## src/rtl/clc_pkg.sv

```systemverilog
// Contract
// - repeat word: opcode bits 15..11 = 01110, length 10..7, count 6..0.
// - count field 1 to 127 is the number of passes over the block.
// - length field picks 1 to 15 following words for the cache.
// - first pass fetched, normal timing, last word of block takes two cycles.
// - middle passes come from the cache with in-cache timing.
// - last pass from cache, but its last word takes out-of-cache timing.
// - external access adds the segment's wait-states to the cycle count.
// - immediate count loads the loop count register; it drops each pass.
// - interrupt requests are held off while a cache loop runs.
// - redo form replays cached words without fetching from memory.
// - three stage fetch, decode, execute pipeline hidden from program.
// - words arrive on the program data bus and are decoded in hardware.
// - enable and flag registers share layout; ext bits 13, 12.
// - flag register bit 15 puts the processor into standby.
// - flag register bit 14 with the memory strap selects the memory map.
// - flag register bit 8 shows coprocessor busy, else reserved.
// - bits 7..4: not-minus-one, minus-one, even and odd parity.
// - bits 3..0: some false, some true, all false, all true.
package clc_pkg;

    // ------------------------------------------------------------
    // instruction fields
    // ------------------------------------------------------------
    localparam int unsigned OPC_MSB     = 15;
    localparam int unsigned OPC_LSB     = 11;
    localparam int unsigned LEN_MSB     = 10;
    localparam int unsigned LEN_LSB     = 7;
    localparam int unsigned CNT_MSB     = 6;
    localparam int unsigned CNT_LSB     = 0;
    localparam logic [4:0]  REPEAT_OPC  = 5'h0e;
    localparam int unsigned CACHE_DEPTH = 15;

    // ------------------------------------------------------------
    // cycle counts
    // ------------------------------------------------------------
    localparam logic [4:0] CYC_IN         = 5'h01;
    localparam logic [4:0] CYC_OUT        = 5'h02;
    localparam logic [4:0] CYC_FIRST_LAST = 5'h02;

    // ------------------------------------------------------------
    // register map
    // ------------------------------------------------------------
    localparam int unsigned ADR_W     = 3;
    localparam logic [2:0]  ADR_INC   = 3'h0;
    localparam logic [2:0]  ADR_INS   = 3'h1;
    localparam logic [2:0]  ADR_ALF   = 3'h2;
    localparam logic [2:0]  ADR_CLOOP = 3'h3;
    localparam logic [2:0]  ADR_STAT  = 3'h4;

    localparam int unsigned ALF_STANDBY = 15;
    localparam int unsigned ALF_LOWMAP  = 14;
    localparam int unsigned ALF_BUSY    = 8;

    localparam logic        USE_EXTENDED  = 1'b1;
    localparam logic [15:0] INT_MASK_BAS  = 16'h873f;
    localparam logic [15:0] INT_MASK_EXT  = 16'hb73f;
    localparam logic [15:0] INT_MASK      =
        USE_EXTENDED ? INT_MASK_EXT : INT_MASK_BAS;

    localparam logic [15:0] INC_RST   = 16'h0000;
    localparam logic [15:0] INS_RST   = 16'h0000;
    localparam logic [6:0]  CLOOP_RST = 7'h00;

    // ------------------------------------------------------------
    // types
    // ------------------------------------------------------------
    typedef enum logic [1:0] {
        MODE_RUN   = 2'b00,
        MODE_FIRST = 2'b01,
        MODE_LOOP  = 2'b10
    } clc_mode_type;

    typedef struct packed {
        logic [15:0] word;
        logic        from_cache;
        logic [4:0]  cycles;
    } clc_exec_type;

    typedef struct packed {
        logic not_minus_one_flag;
        logic minus_one_flag;
        logic even_parity;
        logic odd_parity;
        logic some_false;
        logic some_true;
        logic all_false;
        logic all_true;
    } clc_flags_type;

endpackage

```

## src/rtl/clc_cache_ctrl.sv

```systemverilog
`timescale 1ns/1ps
module clc_cache_ctrl
(
    input  wire logic                     i_core_clk,
    input  wire logic                     i_rst,
    input  wire logic [clc_pkg::ADR_W-1:0] i_reg_addr,
    input  wire logic [15:0]              i_reg_wdata,
    input  wire logic                     i_reg_wr,
    input  wire logic                     i_reg_rd,
    output logic [15:0]                   o_reg_rdata,
    output logic                          o_fetch_req,
    output logic [15:0]                   o_fetch_addr,
    input  wire logic                     i_pdb_valid,
    input  wire logic [15:0]              i_program_data_bus,
    input  wire logic [3:0]               i_wait_states,
    output clc_pkg::clc_exec_type         o_exec,
    output logic                          o_exec_valid,
    input  wire logic [15:0]              i_irq_events,
    input  wire logic [15:0]              i_irq_clear,
    output logic                          o_irq_req,
    output logic                          o_loop_active,
    input  wire clc_pkg::clc_flags_type   i_unit_flags,
    input  wire logic                     i_corr_busy,
    input  wire logic                     i_ext_mem_strap,
    input  wire logic                     i_wake,
    output logic                          o_standby_request,
    output logic [1:0]                    o_map_sel
);
    import clc_pkg::*;

    // ------------------------------------------------------------
    // declarations
    // ------------------------------------------------------------
    clc_mode_type mode_r;
    logic [15:0]  cache_r [CACHE_DEPTH];
    logic [3:0]   idx_r;
    logic [3:0]   len_r;
    logic [3:0]   cached_len_r;
    logic [3:0]   fcnt_r;
    logic [6:0]   cloop_r;
    logic [15:0]  dec_word_r;
    logic         dec_valid_r;
    logic         outstanding_r;
    logic [15:0]  pc_r;
    logic         fetch_req_r;
    logic [15:0]  fetch_addr_r;
    logic [4:0]   exec_cnt_r;
    clc_exec_type exec_r;
    logic         exec_valid_r;
    logic [15:0]  inc_r;
    logic [15:0]  ins_r;
    logic         standby_r;
    logic         lowmap_r;
    logic         strap_s1_r;
    logic         strap_s2_r;
    logic         strap_r;
    logic [1:0]   map_sel_r;
    logic         irq_req_r;
    logic         loop_active_r;
    logic [15:0]  rdata_r;
    logic [15:0]  rdata_nxt;

    logic [15:0]  cur_word;
    logic         cur_valid;
    logic         adv;
    logic         is_rpt;
    logic [3:0]   fld_n;
    logic [6:0]   fld_k;
    logic         at_last;
    logic         last_pass;
    logic         can_fetch;
    logic [4:0]   cyc_base;
    logic [4:0]   cyc_nxt;

    // ------------------------------------------------------------
    // decode stage
    // ------------------------------------------------------------
    assign cur_word  = (mode_r == MODE_LOOP) ? cache_r[idx_r] : dec_word_r;
    assign cur_valid = (mode_r == MODE_LOOP) || dec_valid_r;
    assign adv       = cur_valid && (exec_cnt_r <= 5'h01);
    assign is_rpt    = (mode_r == MODE_RUN)
                       && (cur_word[OPC_MSB:OPC_LSB] == REPEAT_OPC);
    assign fld_n     = cur_word[LEN_MSB:LEN_LSB];
    assign fld_k     = cur_word[CNT_MSB:CNT_LSB];
    assign at_last   = (idx_r == len_r - 4'h1);
    assign last_pass = (cloop_r <= 7'h01);

    always_comb
    begin
        cyc_base = CYC_OUT;
        if (mode_r == MODE_FIRST && at_last)
        begin
            cyc_base = CYC_FIRST_LAST;
        end
        else if (mode_r == MODE_LOOP)
        begin
            cyc_base = (last_pass && at_last) ? CYC_OUT : CYC_IN;
        end
        cyc_nxt = cyc_base + {1'b0, i_wait_states};
    end

    always_ff @(posedge i_core_clk)
    begin
        if (i_rst)
        begin
            dec_valid_r <= 1'b0;
            dec_word_r  <= 16'h0000;
        end
        else if (outstanding_r && i_pdb_valid)
        begin
            dec_valid_r <= 1'b1;
            dec_word_r  <= i_program_data_bus;
        end
        else if (adv)
        begin
            dec_valid_r <= 1'b0;
        end
    end

    // ------------------------------------------------------------
    // cache storage
    // ------------------------------------------------------------
    genvar gi;
    generate
        for (gi = 0; gi < CACHE_DEPTH; gi++)
        begin : g_cache
            always_ff @(posedge i_core_clk)
            begin
                if (i_rst)
                begin
                    cache_r[gi] <= 16'h0000;
                end
                else if (adv && mode_r == MODE_FIRST
                         && idx_r == 4'(gi))
                begin
                    cache_r[gi] <= dec_word_r;
                end
            end
        end
    endgenerate

    // ------------------------------------------------------------
    // loop sequencer
    // ------------------------------------------------------------
    always_ff @(posedge i_core_clk)
    begin
        if (i_rst)
        begin
            mode_r       <= MODE_RUN;
            idx_r        <= 4'h0;
            len_r        <= 4'h0;
            cached_len_r <= 4'h0;
        end
        else if (adv && is_rpt)
        begin
            idx_r <= 4'h0;
            if (fld_n != 4'h0)
            begin
                mode_r       <= MODE_FIRST;
                len_r        <= fld_n;
                cached_len_r <= fld_n;
            end
            else if (cached_len_r != 4'h0)
            begin
                mode_r <= MODE_LOOP;
                len_r  <= cached_len_r;
            end
        end
        else if (adv && mode_r != MODE_RUN)
        begin
            if (!at_last)
            begin
                idx_r <= idx_r + 4'h1;
            end
            else
            begin
                idx_r  <= 4'h0;
                mode_r <= last_pass ? MODE_RUN : MODE_LOOP;
            end
        end
    end

    // ------------------------------------------------------------
    // loop count register
    // ------------------------------------------------------------
    always_ff @(posedge i_core_clk)
    begin
        if (i_rst)
        begin
            cloop_r <= CLOOP_RST;
        end
        else if (adv && is_rpt)
        begin
            if (fld_k != 7'h00)
            begin
                cloop_r <= fld_k;
            end
        end
        else if (adv && mode_r != MODE_RUN && at_last)
        begin
            cloop_r <= last_pass ? 7'h00 : cloop_r - 7'h01;
        end
        else if (i_reg_wr && i_reg_addr == ADR_CLOOP)
        begin
            cloop_r <= i_reg_wdata[6:0];
        end
    end

    // ------------------------------------------------------------
    // fetch stage
    // ------------------------------------------------------------
    assign can_fetch = !outstanding_r && (!dec_valid_r || adv)
                       && !standby_r && !(dec_valid_r && is_rpt)
                       && ((mode_r == MODE_RUN)
                           || (mode_r == MODE_FIRST && fcnt_r < len_r));

    always_ff @(posedge i_core_clk)
    begin
        if (i_rst)
        begin
            fetch_req_r   <= 1'b0;
            fetch_addr_r  <= 16'h0000;
            pc_r          <= 16'h0000;
            outstanding_r <= 1'b0;
            fcnt_r        <= 4'h0;
        end
        else
        begin
            fetch_req_r <= can_fetch;
            if (can_fetch)
            begin
                fetch_addr_r  <= pc_r;
                pc_r          <= pc_r + 16'h0001;
                outstanding_r <= 1'b1;
            end
            else if (i_pdb_valid)
            begin
                outstanding_r <= 1'b0;
            end
            if (adv && is_rpt)
            begin
                fcnt_r <= 4'h0;
            end
            else if (can_fetch && mode_r == MODE_FIRST)
            begin
                fcnt_r <= fcnt_r + 4'h1;
            end
        end
    end

    // ------------------------------------------------------------
    // execute stage
    // ------------------------------------------------------------
    always_ff @(posedge i_core_clk)
    begin
        if (i_rst)
        begin
            exec_valid_r <= 1'b0;
            exec_r       <= '0;
            exec_cnt_r   <= 5'h00;
        end
        else if (adv)
        begin
            exec_valid_r      <= 1'b1;
            exec_r.word       <= cur_word;
            exec_r.from_cache <= (mode_r == MODE_LOOP);
            exec_r.cycles     <= cyc_nxt;
            exec_cnt_r        <= cyc_nxt;
        end
        else
        begin
            exec_valid_r <= 1'b0;
            if (exec_cnt_r != 5'h00)
            begin
                exec_cnt_r <= exec_cnt_r - 5'h01;
            end
        end
    end

    // ------------------------------------------------------------
    // interrupt enable and flags
    // ------------------------------------------------------------
    always_ff @(posedge i_core_clk)
    begin
        if (i_rst)
        begin
            inc_r <= INC_RST;
        end
        else if (i_reg_wr && i_reg_addr == ADR_INC)
        begin
            inc_r <= i_reg_wdata & INT_MASK;
        end
    end

    always_ff @(posedge i_core_clk)
    begin
        if (i_rst)
        begin
            ins_r <= INS_RST;
        end
        else
        begin
            ins_r <= ((ins_r & ~i_irq_clear) | i_irq_events) & INT_MASK;
        end
    end

    always_ff @(posedge i_core_clk)
    begin
        if (i_rst)
        begin
            irq_req_r     <= 1'b0;
            loop_active_r <= 1'b0;
        end
        else
        begin
            irq_req_r     <= (|(ins_r & inc_r)) && (mode_r == MODE_RUN);
            loop_active_r <= (mode_r != MODE_RUN);
        end
    end

    // ------------------------------------------------------------
    // processor flags and memory map
    // ------------------------------------------------------------
    always_ff @(posedge i_core_clk)
    begin
        if (i_rst)
        begin
            standby_r <= 1'b0;
            lowmap_r  <= 1'b0;
        end
        else if (i_reg_wr && i_reg_addr == ADR_ALF)
        begin
            standby_r <= i_reg_wdata[ALF_STANDBY];
            lowmap_r  <= i_reg_wdata[ALF_LOWMAP];
        end
        else if (i_wake)
        begin
            standby_r <= 1'b0;
        end
    end

    always_ff @(posedge i_core_clk)
    begin
        strap_s1_r <= i_ext_mem_strap;
        strap_s2_r <= strap_s1_r;
        if (i_rst)
        begin
            strap_r   <= strap_s2_r;
            map_sel_r <= 2'b00;
        end
        else
        begin
            map_sel_r <= {lowmap_r, strap_r};
        end
    end

    // ------------------------------------------------------------
    // register read port
    // ------------------------------------------------------------
    always_comb
    begin
        rdata_nxt = 16'h0000;
        unique case (i_reg_addr)
            ADR_INC:   rdata_nxt = inc_r;
            ADR_INS:   rdata_nxt = ins_r;
            ADR_ALF:
            begin
                rdata_nxt[ALF_STANDBY] = standby_r;
                rdata_nxt[ALF_LOWMAP]  = lowmap_r;
                rdata_nxt[ALF_BUSY]    = USE_EXTENDED & i_corr_busy;
                rdata_nxt[7:0]         = i_unit_flags;
            end
            ADR_CLOOP: rdata_nxt = {9'h000, cloop_r};
            ADR_STAT:  rdata_nxt = {8'h00, cached_len_r, idx_r[1:0], mode_r};
            default:   rdata_nxt = 16'h0000;
        endcase
    end

    always_ff @(posedge i_core_clk)
    begin
        if (i_rst)
        begin
            rdata_r <= 16'h0000;
        end
        else
        begin
            rdata_r <= i_reg_rd ? rdata_nxt : 16'h0000;
        end
    end

    // ------------------------------------------------------------
    // outputs
    // ------------------------------------------------------------
    assign o_reg_rdata       = rdata_r;
    assign o_fetch_req       = fetch_req_r;
    assign o_fetch_addr      = fetch_addr_r;
    assign o_exec            = exec_r;
    assign o_exec_valid      = exec_valid_r;
    assign o_irq_req         = irq_req_r;
    assign o_loop_active     = loop_active_r;
    assign o_standby_request = standby_r;
    assign o_map_sel         = map_sel_r;

    // ------------------------------------------------------------
    // checks
    // ------------------------------------------------------------
    a_irq_held_loop: assert property (@(posedge i_core_clk) disable iff (i_rst)
        o_irq_req |-> $past(mode_r) == MODE_RUN)
        else $error("interrupt raised during cache loop");

    a_count_load: assert property (@(posedge i_core_clk) disable iff (i_rst)
        (adv && is_rpt && fld_k != 7'h00) |=> cloop_r == $past(fld_k))
        else $error("immediate count not loaded");

    a_first_last_two: assert property (@(posedge i_core_clk) disable iff (i_rst)
        (adv && mode_r == MODE_FIRST && at_last)
        |=> o_exec_valid && o_exec.cycles == CYC_FIRST_LAST
            + {1'b0, $past(i_wait_states)})
        else $error("first pass last word timing wrong");

    a_mid_in_cache: assert property (@(posedge i_core_clk) disable iff (i_rst)
        (adv && mode_r == MODE_LOOP && !(last_pass && at_last))
        |=> o_exec.from_cache && o_exec.cycles == CYC_IN
            + {1'b0, $past(i_wait_states)})
        else $error("in-cache timing wrong");

    a_last_out_cache: assert property (@(posedge i_core_clk) disable iff (i_rst)
        (adv && mode_r == MODE_LOOP && last_pass && at_last)
        |=> o_exec.cycles == CYC_OUT + {1'b0, $past(i_wait_states)}
            ##1 mode_r == MODE_RUN)
        else $error("last pass final timing wrong");

    a_no_fetch_loop: assert property (@(posedge i_core_clk) disable iff (i_rst)
        o_fetch_req |-> $past(mode_r) != MODE_LOOP)
        else $error("fetch while replaying cache");

    a_end_zero: assert property (@(posedge i_core_clk) disable iff (i_rst)
        (mode_r == MODE_RUN && $past(mode_r) != MODE_RUN) |-> cloop_r == 7'h00)
        else $error("loop count not zero at loop end");

    a_pipe_fill: assert property (@(posedge i_core_clk) disable iff (i_rst)
        (outstanding_r && i_pdb_valid && !can_fetch)
        |=> dec_valid_r && dec_word_r == $past(i_program_data_bus))
        else $error("fetched word not in decode");

endmodule

```

## config.mk

```make
export PLATFORM = sky130hd
export DESIGN_NAME = clc_cache_ctrl
export DESIGN_NICKNAME = d
export VERILOG_FILES = /design/src/rtl/clc_pkg.sv /design/src/rtl/clc_cache_ctrl.sv
export SDC_FILE = /design/constraint.sdc
export NUM_CORES = 1
export LEC_CHECK = 0
export ABC_AREA = 1
export BUFFER_PORTS_ARGS = -buffer_cell sky130_fd_sc_hd__buf_2
export CAP_MARGIN = 20
export CORE_MARGIN = 2
export CORE_UTILIZATION = 35
export DETAILED_ROUTE_END_ITERATION = 16
export HOLD_SLACK_MARGIN = 0.03
export SETUP_SLACK_MARGIN = 0.1
export SLEW_MARGIN = 15
export SYNTH_ARGS = -nofsm -noshare
export SYNTH_HDL_FRONTEND = slang
export SYNTH_SLANG_ARGS = --single-unit
```

## constraint.sdc

```tcl
create_clock -name i_core_clk -period 4.5 [get_ports i_core_clk]
set_clock_uncertainty 0.2 [all_clocks]
set_input_delay 0.675 -clock i_core_clk [delete_from_list [all_inputs] [get_ports i_core_clk]]
set_output_delay 0.675 -clock i_core_clk [all_outputs]
set_load 0.005 [all_outputs]
```

==> results of run 1 <==
## worst max-delay path: cells and delay by family (launching register included)
family	cells	cell delay [ns]
AOI/OAI and AO/OA	1	0.16
buffers and inverters	3	0.73
DFF	1	0.38
and+or+nand+nor	5	1.88
## synth_stat cells, types with 9 or more instances
| cell | instances | area [µm²] |
|---|---|---|
| edfxtp_1 | 241 | 7240 |
| nand3_2 | 13 | 130 |
| nand3_1 | 123 | 616 |
| buf_2 | 44 | 220 |
| nand2_1 | 402 | 1510 |
| inv_1 | 161 | 604 |
| nor2_1 | 441 | 1660 |
| clkbuf_1 | 51 | 191 |
| o21ai_0 | 148 | 741 |
| o21ai_1 | 12 | 60.1 |
| xor2_1 | 10 | 87.6 |
| o211ai_1 | 16 | 120 |
| a221oi_1 | 9 | 78.8 |
| nor3_1 | 16 | 80.1 |
| dfxtp_1 | 155 | 3100 |
| o22ai_1 | 18 | 113 |
| a21oi_1 | 110 | 551 |
| ha_1 | 16 | 200 |
| buf_4 | 11 | 82.6 |
## per-stage QoR
stage	util (%)	area (µm²)	total power, µW	setup slack, ns
after floorplan	-	18000	4610	1.36
after global placement	37.8	19300	4890	1.10
after detailed placement	37.8	19300	4910	0.953
after CTS	40.7	20800	8520	0.953
after global routing	40.7	20800	8760	0.723
final	40.7	20800	8450	0.957
## power breakdown
part | leakage (µW) | switching, µW | total, µW | internal (µW)
Sequential | 0.00368 | 77.3 | 4100 | 4020
Combinational | 0.00384 | 521 | 745 | 224
Clock | 0.000713 | 1490 | 3610 | 2120
Total | 0.00824 | 2090 | 8450 | 6360
## cell families (layout without fill, tap and decap cells)
kind of cell	count (synthesis)	after routing
AOI/OAI and AO/OA	329	329
xor gates and xnor gates	18	18
DFF	396	396
adders and majority gates	17	17
buffers and inverters	294	440
and+or+nand+nor	1025	1025
other	1	3
## repair_timing
item                      4_1_cts  5_1_grt
hold endpoints to repair        1        0
resized for setup               0        0
hold buffers                    1        0
## routing by layer
layer,part of all wire [%],up-vias
met2,45,467
met5,0.084,-
met4,4.2,6
met1,43,6981
met3,7.9,103
li1,-,7066
## sequential cells by signal (all words and copies together), names as in the netlist, 5 cells and up, named ones only
signal,cells
ins_r,12
exec_cnt_r,5
o_fetch_addr,16
pc_r,16
inc_r,12
o_exec,22
o_reg_rdata,15
cloop_r,7
cache_r,240
dec_word_r,16
## worst max path at each step
stage | cells after the start | end | slack (ns)
5_1_grt | 9 | cache_r[11][12] | 0.72
6_report | 9 | cache_r[11][12] | 0.96
3_3_place_gp | 9 | cache_r[7][7] | 1.10
2_1_floorplan | 11 | cache_r[0][0] | 1.36
4_1_cts | 9 | cache_r[11][12] | 0.95
3_5_place_dp | 9 | cache_r[11][12] | 0.95
## layout make-up
type                    count  area (µm²)  share of cell area (%)
flip-flops and latches    396       10300                    49.8
multi-input cells        1390        6400                    30.8
clock buffers              55        1190                    5.75
repair buffers            185        1100                    5.30
well taps                 680         851                    4.09
inverters                 173         649                    3.12
clock inverters            27         246                    1.19
diodes                      2        5.00                  0.0241
==> flow_summary.toml, run 1 <==
[run_status]
status = "completed"

[timing]
max_freq_ghz = 0.282
fin_crit_ns = 3.54
slew_headroom_pct = 36.2
holdWs_ns = 0.110
period_share_pct = 78.7
tns_ns = 0
hold_viol_final = 0
drv_slew = 0
worst_slew_pin_slew_ns = 0.954
rsz0062_at_grt = "false"
setup_violations = 0

[hold_path]
min_from = "i_irq_events[9]"
min_to = "ins_r[9]"
hold_path_depth = 3
hp-class = "input port to flop"

[grt]
antenna_found_initial = 5
grt_pass1_vias = 14077
grt_overflow_total = 0
grt-busiest-layer = "met2"
grt_usage_pct = 19.5
grt_start_max_net_pins = 104
use_met2_pct = 30.5
grtUsageMet1_pct = 25.8
grt_use_met3_pct = 4.35
grt_pass1_wl_mm = 80.4

[clock_network]
cts_root_buf = "clkbuf_16"
cts_setup_buffers = 0
htree_levels = 2
cts_tree = "built"
clk_transition_reported_paths_ns = 0.06
cts_sinks = 396
clk_latency_ns = 0.58
cts_buffers = 44
clockBufferDepth = 3

[detailed_routing]
route.detailed.drc = 0
vias_per_cell = 5.03
first_pass_iters = 5
vias = 14623
wl_mm = 52.3
wire_per_inst_um = 18.0
detail-route-antenna-nets = 0
drt_iter0_drc = 1302

[yosys]
ys_seq_area_share_pct = 57.5
muxShareOfSynthArea_pct = 0
synth-edff-count = 241
syn-mean-instance-area_um2 = 8.65
yosysWarnings = 0
synth_top_family_by_area = "simple AND/OR/NAND/NOR gates"
synth-compound-area-share_pct = 9.99
postSynthRegisterBits = 396
netlist_instances = 2080
synthSimpleGateAreaFrac_pct = 23.5
synth.cell_area_um2 = 18000
synth_fp_nets = 2184
synth_cell_types = 47
async_reset_ff_share_pct = 0
synth_xor_xnor_area_share_pct = 0.876
synth_fa_ha_area_share_pct = 1.22
ys.flop_type = "edfxtp_1"

[worst_setup_path]
crit_path_top_delay_cell = "nand4_1"
crit_fanout = 22
cpMostUsedCell = "nor2_4"
reg2reg_depth = 9
setup.worst_path.start = "mode_r[1]"
timing.rr.start = "mode_r[1]"
worstPathRequired_ns = 4.68
worstReg2RegEnd = "cache_r[11][12]"
reg2reg_slack_ns = 0.96
critPathKind = "flop to flop"
worstSetupStartpointType = "flop"
arrival_ns = 3.73
slowest_delay_ns = 0.76
path_cells = "inv_1 -> nor2_2 -> buf_4 -> o21ai_1 -> nor2_4 -> inv_2 -> nor2_4 -> nand4_1 -> nor2_1"
cp-end-kind = "flop"

[layout]
layout_commonest_cell = "nor2_1"
area_delta_synth_final_pct = 15.6
drive_gt1_share_pct = 13.2
n_fill_cell = 5087
final_cell_count_no_fill = 2908
final_cell_mix = "nor2_1, nand2_1, edfxtp_1"
nNetsFinal = 2294

[die]
fp.dieH_um = 231
pin_count = 148
die_w_um = 231
rows = 83
start_util_pct = 35.2
core-area_um2 = 51100
die-area_um2 = 53200

[power]
power_per_cell_area_nw_per_um2 = 407
ir_worst_vdd_uv = 283
leakage_uw = 0.00824

[placed_design]
dp.cells = 2823
buffer_ports.inserted = 136
dpl.hpwl_mm = 33.7
routabilityCongestion = 0.917

[run]
maxCapViolCount = 0
Note: power is estimated with default switching activity, not from simulation.
==> run 2: changes to the inputs <==
ABC_AREA = 0   (was 1)
clock period = 2.9 ns   (was 4.5 ns; I/O delays follow)
==> flow_summary.toml, run 2 <==
[clock_network]
clockBufferDepth = 3
cts_buffers = 43
cts_root_buf = "clkbuf_16"
cts_sinks = 396
clk_latency_ns = 0.58
cts_tree = "built"
clk_transition_reported_paths_ns = 0.06
htree_levels = 2

[layout]
layout_commonest_cell = "and2_1"
nNetsFinal = 1986
final_cell_count_no_fill = 2597
largest_reg_flops = 240
area_delta_synth_final_pct = 27.7
drive_gt1_share_pct = 25.1
final_cell_mix = "and2_1, edfxtp_1, nand2_1"
top_register = "cache_r"
fin_area_um2 = 22900

[worst_setup_path]
worstPathRequired_ns = 3.16
cpMostUsedCell = "buf_12"
arrival_ns = 3.06
cp-end-kind = "flop"
crit_fanout = 6
crit_buf_inv = 3
critPathKind = "flop to flop"
reg2reg_slack_ns = 0.1
path_cells = "buf_16 -> buf_12 -> buf_12 -> mux2_4 -> o211ai_1 -> a31oi_4 -> a22oi_2 -> and3_4 -> a211oi_2 -> a2111oi_2"
path_delay_family = "compound AO/OA/AOI/OAI gates"
crit_path_top_delay_cell = "a22oi_2"
worstSetupStartpointType = "flop"
slowest_delay_ns = 0.38
reg2reg_depth = 10
worstReg2RegEnd = "mode_r[1]"

[hold_path]
min_from = "i_unit_flags[6]"
hp-class = "input port to flop"
min_to = "o_reg_rdata[6]"
hold_path_depth = 4

[yosys]
synth.top_cell.area_share_pct = 40.3
yosysWarnings = 0
async_reset_ff_share_pct = 0
synth_cell_types = 74
netlist_instances = 1585
synth_area_leader_cell = "edfxtp_1"
synth_common_cells = "and2_1, edfxtp_1, nand2_1"
ys_seq_area_share_pct = 57.5
syn-mean-instance-area_um2 = 11.3
synth_area_leaders = "edfxtp_1, dfxtp_1, and2_1, mux4_2, nand2_1"
yosysMostFrequentCell = "and2_1"
ys.flop_type = "edfxtp_1"
synth_fp_nets = 1689
synth-edff-count = 241
synth.cell_area_um2 = 18000
postSynthRegisterBits = 396

[detailed_routing]
wire_per_inst_um = 20.7
detail-route-antenna-nets = 0
vias_per_cell = 5.14
vias = 13361
drt_iter0_drc = 1010
route.detailed.drc = 0
first_pass_iters = 5
wl_mm = 53.8

[grt]
grt_overflow_total = 0
grt_pass1_wl_mm = 80.0
grt_usage_pct = 19.9
antenna_found_initial = 0
grt_start_max_net_pins = 123
grt_pass1_vias = 13329

[die]
pin_count = 148
rows = 83
start_util_pct = 35.2
die_w_um = 231
core-area_um2 = 51000
die-area_um2 = 53200
fp.dieH_um = 231

[timing]
max_freq_ghz = 0.357
worst_slew_pin_slew_ns = 0.884
drv_slew = 0
holdWs_ns = 0.0874
hold_viol_final = 0
rsz0062_at_grt = "true"
setup_violations = 0
slew_headroom_pct = 40.9
fin_crit_ns = 2.80
period_share_pct = 96.6

[placed_design]
buffer_ports.inserted = 136
dp.cells = 2432
dpl.hpwl_mm = 34.5
place_area_um2 = 20400
routabilityCongestion = 0.940

[power]
leakage_uw = 0.00849
total_power_uw = 12700
power_per_cell_area_nw_per_um2 = 555
ir_worst_vdd_uv = 370

[run]
maxCapViolCount = 0

[run_status]
status = "completed"
## run 2: changes by cell type after synthesis, moves of 32 or more
cell and delta:
o21ai_0 -101, nand3_1 -105, nand2_1 -236, inv_1 -128, nor2_1 -338, mux2i_1 +50
mux4_2 +40, buf_2 -32, and2_1 +251
## run 2: kinds of logic after synthesis
family / after synthesis / synth area share, %
compound gates: 260 / 9.09
flops: 396 / 57.5
other cells: 1 / 0.0209
buf+inv: 142 / 3.45
simple gates: 646 / 18.6
fa+ha+maj: 17 / 1.23
mux: 105 / 9.16
xor+xnor: 18 / 0.877
## run 2: worst min-delay path: cells and delay by family
kind,cells,cell delay (ns)
mux,1,0.14
simple gates,1,0.10
buf+inv,1,0.09
compound gates,1,0.05
## run 2: repair_timing
item / 4_1_cts / 5_1_grt
buffers inserted: 11 / 8
hold endpoints to repair: 50 / 0
cloned: 1 / 1
pin swaps: 13 / 26
resized for setup: 17 / 71
setup endpoints to repair: 26 / 383
hold buffers: 65 / 0
## run 2: worst max path at each step
stage,startpoint,to,depth (start not counted)
finish,flop,mode_r[1],10
global route,len_r[1],exec_cnt_r[2],13
CTS,flop,mode_r[1],9
detailed placement,len_r[1],exec_cnt_r[2],13
global placement,flop,len_r[1],10
floorplan,mode_r[0],cache_r[13][0],8
## run 2: per-stage QoR
| stage | TNS [ns] | util [%] | setup WS, ns |
|---|---|---|---|
| 2_1_floorplan | -23.36 | - | -0.300 |
| 3_5_place_dp | -0.157 | 40.0 | -0.0354 |
| 6_report | 0 | 45.0 | 0.0991 |
| 5_1_grt | -0.0665 | 45.0 | -0.0491 |
| 4_1_cts | 0 | 44.3 | 0.102 |
| 3_3_place_gp | 0 | 40.0 | 0.0133 |
## run 2: power by group
| group | switching [µW] | internal (µW) |
|---|---|---|
| logic | 662 | 506 |
| registers | 119 | 6200 |
| clock network | 2290 | 2960 |
## run 2: layout make-up
type                       instances  area, µm²
fill                            4612      28000
sequential                       396      10400
multi-input combinational       1047       7390
timing repair buffer             360       2890
clock buffer                      60       1180
tap                              680        851
clock inverter                    19        149
inverter                          34        130
antenna                            1       2.50
## run 2: per-layer routing
layer	track usage [%]	up-vias	share of wire, %
li1	-	6234	-
met1	25.2	6562	42
met2	34.4	490	49
met3	3.41	75	6.4
met4	6.55	0	2.8
met5	0	-	0
